==> config.mk <==
export PLATFORM = sky130hd
export DESIGN_NAME = fprc_top
export DESIGN_NICKNAME = d
export VERILOG_FILES = /design/src/design/fprc_pkg.sv /design/src/design/fprc_top.sv
export VERILOG_INCLUDE_DIRS = /design/src /design/src/design
export SDC_FILE = /design/constraint.sdc
export NUM_CORES = 1
export LEC_CHECK = 0
export BUFFER_PORTS_ARGS = -buffer_cell sky130_fd_sc_hd__buf_2
export CAP_MARGIN = 25
export CELL_PAD_IN_SITES_DETAIL_PLACEMENT = 0
export CELL_PAD_IN_SITES_GLOBAL_PLACEMENT = 1
export CORE_MARGIN = 2
export CORE_UTILIZATION = 35
export DETAILED_ROUTE_END_ITERATION = 7
export GPL_TIMING_DRIVEN = 0
export PLACE_DENSITY = 0.86
export SLEW_MARGIN = 10
export SYNTH_ARGS = -nofsm -noshare
export SYNTH_HDL_FRONTEND = slang
export SYNTH_SLANG_ARGS = --single-unit
==> constraint.sdc <==
create_clock -name clk -period 0.9 [get_ports clk]
set_input_delay 0.045 -clock clk [delete_from_list [all_inputs] [get_ports clk]]
set_output_delay 0.045 -clock clk [all_outputs]
set_load 0.05 [all_outputs]
==> src/design/fprc_cfg.svh <==
// Offsets, reset values, field positions and clock rate for fprc block
`ifndef FPRC_CFG_SVH
`define FPRC_CFG_SVH
`define FPRC_OFS_CH1 8'h5f
`define FPRC_OFS_CH2 8'h60
`define FPRC_OFS_CH3 8'h61
`define FPRC_RESET_VAL 8'hcc
`define FPRC_RATE_LSB 0
`define FPRC_RATE_MSB 2
`define FPRC_FAST_BIT 3
`define FPRC_SPAN_LSB 4
`define FPRC_SPAN_MSB 7
`define FPRC_CLK_HZ 125000000
`endif

==> src/design/fprc_pkg.sv <==
// Types shared by the fan rate and slope configuration block
package fprc_pkg;
    // One channel's register image
    typedef struct packed {
        logic [3:0] temp_span;
        logic fast_drive_enable;
        logic [2:0] pwm_rate_select;
    } fprc_chan_t;
    // Register write request
    typedef struct packed {
        logic wr;
        logic [7:0] addr;
        logic [7:0] data;
    } fprc_wreq_t;
    // Temperature source feeding a channel
    typedef enum logic [1:0] {
        FPRC_SRC_REMOTE1,
        FPRC_SRC_LOCAL,
        FPRC_SRC_REMOTE2
    } fprc_src_t;
endpackage

==> src/design/fprc_top.sv <==
// Fan PWM rate and temperature span configuration registers
//
// Summary of operation
// RULE_01: Lock bit blocks writes to all three registers
// RULE_02: Each register resets to 0xcc
// RULE_03: Bits 2:0 pick low frequency PWM rate
// RULE_04: Bit 3 selects fast drive, mutes 3-wire settings
// RULE_05: Fast drive enable acts per fan register
// RULE_06: Bits 7:4 set automatic control temperature span
// RULE_07: Registers pair temperature source with PWM output
`timescale 1ns/100ps
`include "fprc_cfg.svh"

module fprc_top #(
    parameter int NCH = 3
) (
    input wire logic clk,
    input wire logic nrst,
    input wire fprc_pkg::fprc_wreq_t wreq,
    input wire logic [7:0] rd_addr,
    input wire logic cfg_lock,
    output logic [7:0] rd_data,
    output logic rd_hit,
    output logic [NCH*3-1:0] pwm_rate_select,
    output logic [NCH-1:0] fast_drive_enable,
    output logic [NCH-1:0] slow_fan_settings_active,
    output logic [NCH*4-1:0] temp_span,
    output logic [NCH*2-1:0] temp_source
);
    // Address map: one byte per fan channel, consecutive offsets
    // Byte layout, top down: span code, fast drive bit, rate code
    // Only codes leave here; the PWM generator and the control
    // loop next door turn them into periods and slopes
    //
    // Lock arrives as a same-clock level from its owner register,
    // so it takes no synchroniser; a locked write is dropped with
    // no flag, software sees it only by reading back
    //
    // Limitation: the offset table knows three channels; NCH above
    // three folds the extra channels onto the first offset, so one
    // write would land in several images at once
    //
    // Reads are registered so the field fan-out and the read port
    // both see one settled image per cycle; the price is one cycle
    // of read latency and a stale byte on a same-cycle write

    // Register images, one per fan channel
    fprc_pkg::fprc_chan_t regs [NCH];
    // Per channel write strobe after lock gating
    logic [NCH-1:0] wr_sel;
    // Per channel read selection
    logic [NCH-1:0] rd_sel;
    // Word picked for the read port
    logic [7:0] next_rd_data;

    // Channel address table
    function automatic logic [7:0] ch_addr(input int i);
        logic [7:0] a;
        a = `FPRC_OFS_CH1;
        if (i == 1)
            a = `FPRC_OFS_CH2;
        else if (i == 2)
            a = `FPRC_OFS_CH3;
        return a;
    endfunction

    // Per channel slice: decode, storage, fan-out and checks
    genvar g;
    generate
        for (g = 0; g < NCH; g++)
        begin : g_ch
            // Decode; lock drops the write silently
            assign wr_sel[g] = wreq.wr && !cfg_lock && // [RULE_01]
                (wreq.addr == ch_addr(g)); // [RULE_05]
            // Read decode, same table as the write side
            assign rd_sel[g] = (rd_addr == ch_addr(g));

            // Storage; power-on image
            always_ff @(posedge clk or negedge nrst)
            begin
                if (!nrst) // [RULE_02]
                    regs[g] <= fprc_pkg::fprc_chan_t'(`FPRC_RESET_VAL);
                else if (wr_sel[g])
                    regs[g] <= fprc_pkg::fprc_chan_t'(wreq.data);
            end

            // Field fan-out to the PWM and control logic
            // Rate code, turned into a period by the PWM generator
            assign pwm_rate_select[g*3 +: 3] =
                regs[g].pwm_rate_select; // [RULE_03]
            assign fast_drive_enable[g] =
                regs[g].fast_drive_enable; // [RULE_04] [RULE_05]
            // 3-wire only settings are ignored in fast drive
            assign slow_fan_settings_active[g] =
                !regs[g].fast_drive_enable; // [RULE_04]
            // Span code for the automatic control slope
            assign temp_span[g*4 +: 4] = regs[g].temp_span; // [RULE_06]
            // Fixed source pairing per channel
            assign temp_source[g*2 +: 2] = (g == 0) ? // [RULE_07]
                2'(fprc_pkg::FPRC_SRC_REMOTE1) : (g == 1) ?
                2'(fprc_pkg::FPRC_SRC_LOCAL) :
                2'(fprc_pkg::FPRC_SRC_REMOTE2);

            // Locked write leaves contents untouched
            a_lock_holds: assert property ( // [RULE_01]
                @(posedge clk) disable iff (!nrst)
                (wreq.wr && cfg_lock) |=> $stable(regs[g]))
                else $error("locked write changed a register");

            // Locked write also leaves the field outputs alone
            a_lock_fields: assert property ( // [RULE_01]
                @(posedge clk) disable iff (!nrst)
                (wreq.wr && cfg_lock) |=>
                $stable(temp_span[g*4 +: 4]) &&
                $stable(pwm_rate_select[g*3 +: 3]) &&
                $stable(fast_drive_enable[g]))
                else $error("locked write moved a field output");

            // Unlocked addressed write lands one cycle later
            a_write_lands: assert property ( // [RULE_05]
                @(posedge clk) disable iff (!nrst)
                (wreq.wr && !cfg_lock && wreq.addr == ch_addr(g)) |=>
                (regs[g] == $past(wreq.data)))
                else $error("unlocked write did not land");

            // A write to any other offset leaves this channel alone
            a_other_addr: assert property ( // [RULE_05]
                @(posedge clk) disable iff (!nrst)
                (wreq.wr && wreq.addr != ch_addr(g)) |=> $stable(regs[g]))
                else $error("write to another offset changed a channel");

            // Fast drive bit written turns the 3-wire settings off
            a_fast_mutes: assert property ( // [RULE_04]
                @(posedge clk) disable iff (!nrst)
                (wreq.wr && !cfg_lock && wreq.addr == ch_addr(g)) |=>
                (fast_drive_enable[g] == $past(wreq.data[`FPRC_FAST_BIT])) &&
                (slow_fan_settings_active[g] == !fast_drive_enable[g]))
                else $error("3-wire settings active in fast drive");

            // Field outputs show the power-on image right after reset
            a_reset_image: assert property ( // [RULE_02]
                @(posedge clk) $rose(nrst) |->
                ({temp_span[g*4 +: 4], fast_drive_enable[g],
                pwm_rate_select[g*3 +: 3]} == `FPRC_RESET_VAL))
                else $error("field outputs wrong after reset");

            // Reading this offset returns the stored byte next cycle
            a_read_each: assert property ( // [RULE_05]
                @(posedge clk) disable iff (!nrst)
                (rd_addr == ch_addr(g)) |=> (rd_data == $past(regs[g])))
                else $error("read of a channel returned a wrong byte");
        end
    endgenerate

    // Read mux; unmapped addresses read zero
    always_comb
    begin
        next_rd_data = 8'h00;
        for (int i = 0; i < NCH; i++)
            if (rd_sel[i])
                next_rd_data = regs[i];
    end

    // Registered read data
    always_ff @(posedge clk or negedge nrst)
    begin
        if (!nrst)
            rd_data <= 8'h00;
        else
            rd_data <= next_rd_data;
    end

    // Hit flag is combinational handshake
    assign rd_hit = |rd_sel;

    // Checks at module level, some on a single channel; per channel ones sit in
    // the generate loop above. Field checks compare outputs with
    // the bits of the write that fed them, so a swapped field or
    // a wrong bit position trips them
    // Reset image checked just after release
    a_reset_value: assert property ( // [RULE_02]
        @(posedge clk) $rose(nrst) |-> (regs[0] == `FPRC_RESET_VAL))
        else $error("reset value wrong");

    // Rate field follows the written bits of the first channel
    a_rate_field: assert property ( // [RULE_03]
        @(posedge clk) disable iff (!nrst)
        (wreq.wr && !cfg_lock && wreq.addr == `FPRC_OFS_CH1) |=>
        (pwm_rate_select[2:0] ==
        $past(wreq.data[`FPRC_RATE_MSB:`FPRC_RATE_LSB])))
        else $error("rate field mismatch");

    // Span field follows the written bits of the first channel
    a_span_field: assert property ( // [RULE_06]
        @(posedge clk) disable iff (!nrst)
        (wreq.wr && !cfg_lock && wreq.addr == `FPRC_OFS_CH1) |=>
        (temp_span[3:0] ==
        $past(wreq.data[`FPRC_SPAN_MSB:`FPRC_SPAN_LSB])))
        else $error("span field mismatch");

    // Each output carries its fixed temperature source
    a_src_pair: assert property ( // [RULE_07]
        @(posedge clk) disable iff (!nrst)
        temp_source[5:0] == 6'h24)
        else $error("source pairing wrong");

    // Read returns a register one cycle later
    a_read_path: assert property ( // [RULE_05]
        @(posedge clk) disable iff (!nrst)
        (rd_addr == `FPRC_OFS_CH2 && !wreq.wr) |=>
        (rd_data == regs[1]))
        else $error("read data wrong");

    // Unmapped offsets raise no hit and read as zero
    a_unmapped_zero: assert property ( // [RULE_05]
        @(posedge clk) disable iff (!nrst)
        (rd_addr < `FPRC_OFS_CH1 || rd_addr > `FPRC_OFS_CH3) |->
        !rd_hit ##1 (rd_data == 8'h00))
        else $error("unmapped offset did not read zero");

    // No write strobe reaches a register while the lock is high
    a_lock_gate: assert property ( // [RULE_01]
        @(posedge clk) disable iff (!nrst)
        cfg_lock |-> (wr_sel == '0))
        else $error("write strobe passed the lock");
endmodule

After elaboration in Yosys (flattened, before gate mapping)
Index checks and enable logic that the tools add are counted.
{"block": "word_totals", "inputBits": 28, "word_cells": 28, "regBits": 32}
{"block": "classes", "eq_ne": 6, "n_mux": 3, "reduce_logical": 9}
{"op": "$eq 8x7->1 const B", "count": 6}
{"op": "$mux 8", "count": 3}
{"op": "$logic_and 1x1->1", "count": 4}
{"op": "$logic_not 1->1", "count": 4}
{"op": "$reduce_or 3->1", "count": 1}

Depth between registers and ports, before layout
{"block": "depth", "ltp_word": 4, "ltp_mapped": 5}

Worst setup path before layout
OpenSTA, ideal clock, no wires.
{"block": "synth_path", "path_kind": "input -> register", "from": "input wreq[14] (netlist name)", "to": "register regs, in the netlist pwm_rate_select[0]", "path_stages": 4, "setup_slack_ns": -0.197, "arrival_time_ns": 0.972, "required_ns": 0.775, "cell_sequence": "nor2b_1 > and4b_1 > buf_2 > mux2_2"}
{"block": "synth_between", "elab_chain_len": 2}
{"element": "start, declared", "line": "fprc_top.sv:19", "source": "input wire fprc_pkg::fprc_wreq_t wreq,"}
{"element": "$eq 8x7->1", "line": "fprc_top.sv:74", "source": "(wreq.addr == ch_addr(g));"}
{"element": "$logic_and 1x1->1", "line": "fprc_top.sv:73", "source": "assign wr_sel[g] = wreq.wr && !cfg_lock &&"}
{"element": "end signal, assigned by index", "line": "fprc_top.sv:82", "source": "regs[g] <= fprc_pkg::fprc_chan_t'(`FPRC_RESET_VAL);"}
{"element": "end signal, assigned by index", "line": "fprc_top.sv:84", "source": "regs[g] <= fprc_pkg::fprc_chan_t'(wreq.data);"}
{"element": "end, declared", "line": "fprc_top.sv:48", "source": "fprc_pkg::fprc_chan_t regs [NCH];"}
Every way passes these cells.
A chain may end at the register's enable or synchronous reset.

Worst setup path after layout
{"block": "layout_path", "from": "register regs, in the netlist fast_drive_enable[2]", "to": "output slow_fan_settings_active[2]"}
{"block": "layout_between", "elab_chain_len": 1}
{"element": "$logic_not 1->1", "line": "fprc_top.sv:95", "source": "!regs[g].fast_drive_enable;"}
{"element": "end, declared", "line": "fprc_top.sv:26", "source": "output logic [NCH-1:0] slow_fan_settings_active,"}
Every way passes these cells.

==> results.cfg <==
[routing]
postRouteAntennaNets = 0
wire_per_inst_um = 16.39
drtPass1Iterations = 4
viasPerCell = 5.030
drtIter0Drc = 32
drcViolationCount = 0
routed_wl_mm = 4.327
vias = 1328

[worst_setup_path]
critPathLaunchType = flip-flop
crit_family = flip-flops
rr_startpoint = fast_drive_enable[1]
slowest_delay_ns = 0.57
crit_chain = inv_2, buf_6
criticalPathCategory = flip-flop to output port
crit_fanout = 3
slowest_stage = dfstp_2
arrival_ns = 1.04
required_ns = 0.85
end_kind = output port
critPathLaunch = fast_drive_enable[2]
path_buf_inv = 2

[yosys]
yosys_register_bits = 32
synth_cell_type_count = 22
syn_inst = 111
async_reset_ff_share_pct = 100.0
synth.avg_cell_area_um2 = 13.55
yosysMostFrequentCell = mux2_2
synth_top_area_share_pct = 33.28
synth_area_mm2 = 0.001504
synth-edff-count = 0
yosysWarnings = 0
synth_area_leader_cell = dfrtp_1
synth_area_leaders = dfrtp_1 33%, dfstp_2 21%, mux2_2 18%, a2bb2oi_1 4.7%, o211ai_1 4.0%
synthFlopType = dfrtp_1
ys_seq_area_share_pct = 54.24
synth_common_cells = 24 x mux2_2, 20 x dfrtp_1, 12 x dfstp_2

[sta]
timing.final.ws_setup_ns = -0.1859
fin_hold_ws_ns = 0.01775
rsz0062_at_grt = true
max_freq_mhz = 920.9
min_period_ns = 1.086
slew_violations = 0
clock_skew_ns = 0.003020
hold_violations = 0
setup_viol = 41
fin_crit_sh_pct = 120.7

[die]
die_h_um = 69.55
core_mm2 = 0.004058
num_rows = 23
start_util_pct = 37.06
die_w_um = 69.55
io_pins = 70
dieArea_mm2 = 0.004837

[power]
p_per_area_mw_per_mm2 = 1192
ir_worst_vdd_mv = 0.9910
p_leak_uw = 0.001303

[placement]
dp_hpwl_mm = 2.505
dpl.cell_count = 227
dpl_cell_area_mm2 = 0.001927
gp_congestion = 0.7090
port_buffers = 62

[final_layout]
num_antenna_cells = 0
fin_nets = 241
final_cell_area_mm2 = 0.002663
drive_above_1_share_pct = 77.57
fin_cells = 264
area_delta_synth_final_pct = 77.04

[global_route]
grt_pass1_wl_mm = 6.610
antenna_found_initial = 0
overflow = 0
grt_usage_pct = 17.57
grt_pass1_vias = 1329
grt_max_degree = 33

[min_path]
hp-start = wreq[5]
hold_path.class = primary input to flip-flop

[clocking]
numCtsBuffers = 5
clock-sinks = 32
cts_buffer_depth = 2
clk_latency_ns = 0.28
cts_htree_levels = 2
cts_tree = built
path_clk_slew_ns = 0.07
cts-root-buf = clkbuf_8

[status]
status = complete, but fails checks
violations = negative setup slack

[flow_run]
cap_violations = 0
-- worst paths after layout --
kind / end / cells past startpoint / slack, ns
hold reg to reg: temp_span[8] / 1 / 0.56
max in group asynchronous: temp_span[6] / 2 / 0.29
min in group asynchronous: pwm_rate_select[7] / 2 / 0.27
setup / recovery: slow_fan_settings_active[2] / 2 / -0.19
hold / removal: temp_span[1] / 2 / 0.02
setup reg to reg: rd_data[3] / 3 / -0.08
-- flip-flops by register name, summed over array words and instances, names as in the netlist --
| signal | count |
|---|---|
| rd_data | 8 |
| fast_drive_enable | 3 |
| pwm_rate_select | 9 |
| temp_span | 12 |
-- worst reg2reg max path, cell delays in order (launching register included) --
cell	delay, ns
dfstp_2	0.57
buf_4	0.12
o211ai_1	0.09
a2bb2oi_2	0.13
-- final cells by class --
| type | instances | area, µm² |
|---|---|---|
| fill | 303 | 1395 |
| timing repair buffer | 92 | 835.8 |
| sequential | 32 | 815.8 |
| multi-input combinational | 70 | 777.0 |
| buffer | 9 | 78.83 |
| clock buffer | 7 | 76.32 |
| tap | 50 | 62.56 |
| inverter | 3 | 11.26 |
| clock inverter | 1 | 5.005 |
-- logic make-up after synthesis --
group / share of synthesized area [%]
other cells: 0.4994
flops: 54.24
simple gates: 13.64
compound gates: 8.653
mux: 17.97
buf+inv: 4.991
-- placed cells by master (no fill, tap or decap), drive strengths merged, types with 6 or more instances in the layout --
cell type / instances
buf: 99
mux2: 24
dfrtp: 20
dfstp: 12
nand3: 9
o211ai: 8
a2bb2oi: 8
clkbuf: 8
conb: 6
-- power by group --
| part | leakage [µW] | switching (µW) | internal (µW) |
|---|---|---|---|
| clock network | 0.0000422 | 513 | 542 |
| registers | 0.000402 | 32.1 | 1480 |
| logic | 0.000859 | 340 | 263 |
-- routing by layer --
layer / global-route usage, % / wire, µm / vias up
li1: - / - / 605
met1: 23.08 / 1831 / 662
met2: 27.46 / 2132 / 57
met3: 6.541 / 330 / 4
met4: 4.357 / 31 / 0
met5: 0 / 0 / -
-- stage by stage --
stage,utilization (%),setup TNS [ns],setup WS [ns],power [µW]
5_1_grt,65.62,-4.317,-0.2240,3309
2_1_floorplan,-,-3.716,-0.1267,1805
3_3_place_gp,47.49,-13.86,-0.5586,1960
3_5_place_dp,47.49,-14.51,-0.5852,1967
6_report,65.62,-2.776,-0.1859,3173
4_1_cts,60.78,-2.731,-0.1825,3148
-- timing repair --
| action | in CTS | in global routing |
|---|---|---|
| gates cloned | 0 | 1 |
| hold buffers | 1 | 0 |
| pin swaps | 10 | 7 |
| buffers inserted | 17 | 11 |
| endpoints found under the setup margin | 65 | 83 |
| resized for setup | 96 | 27 |
| hold endpoints to repair | 20 | 0 |
Power figures use the tool's default switching activity.
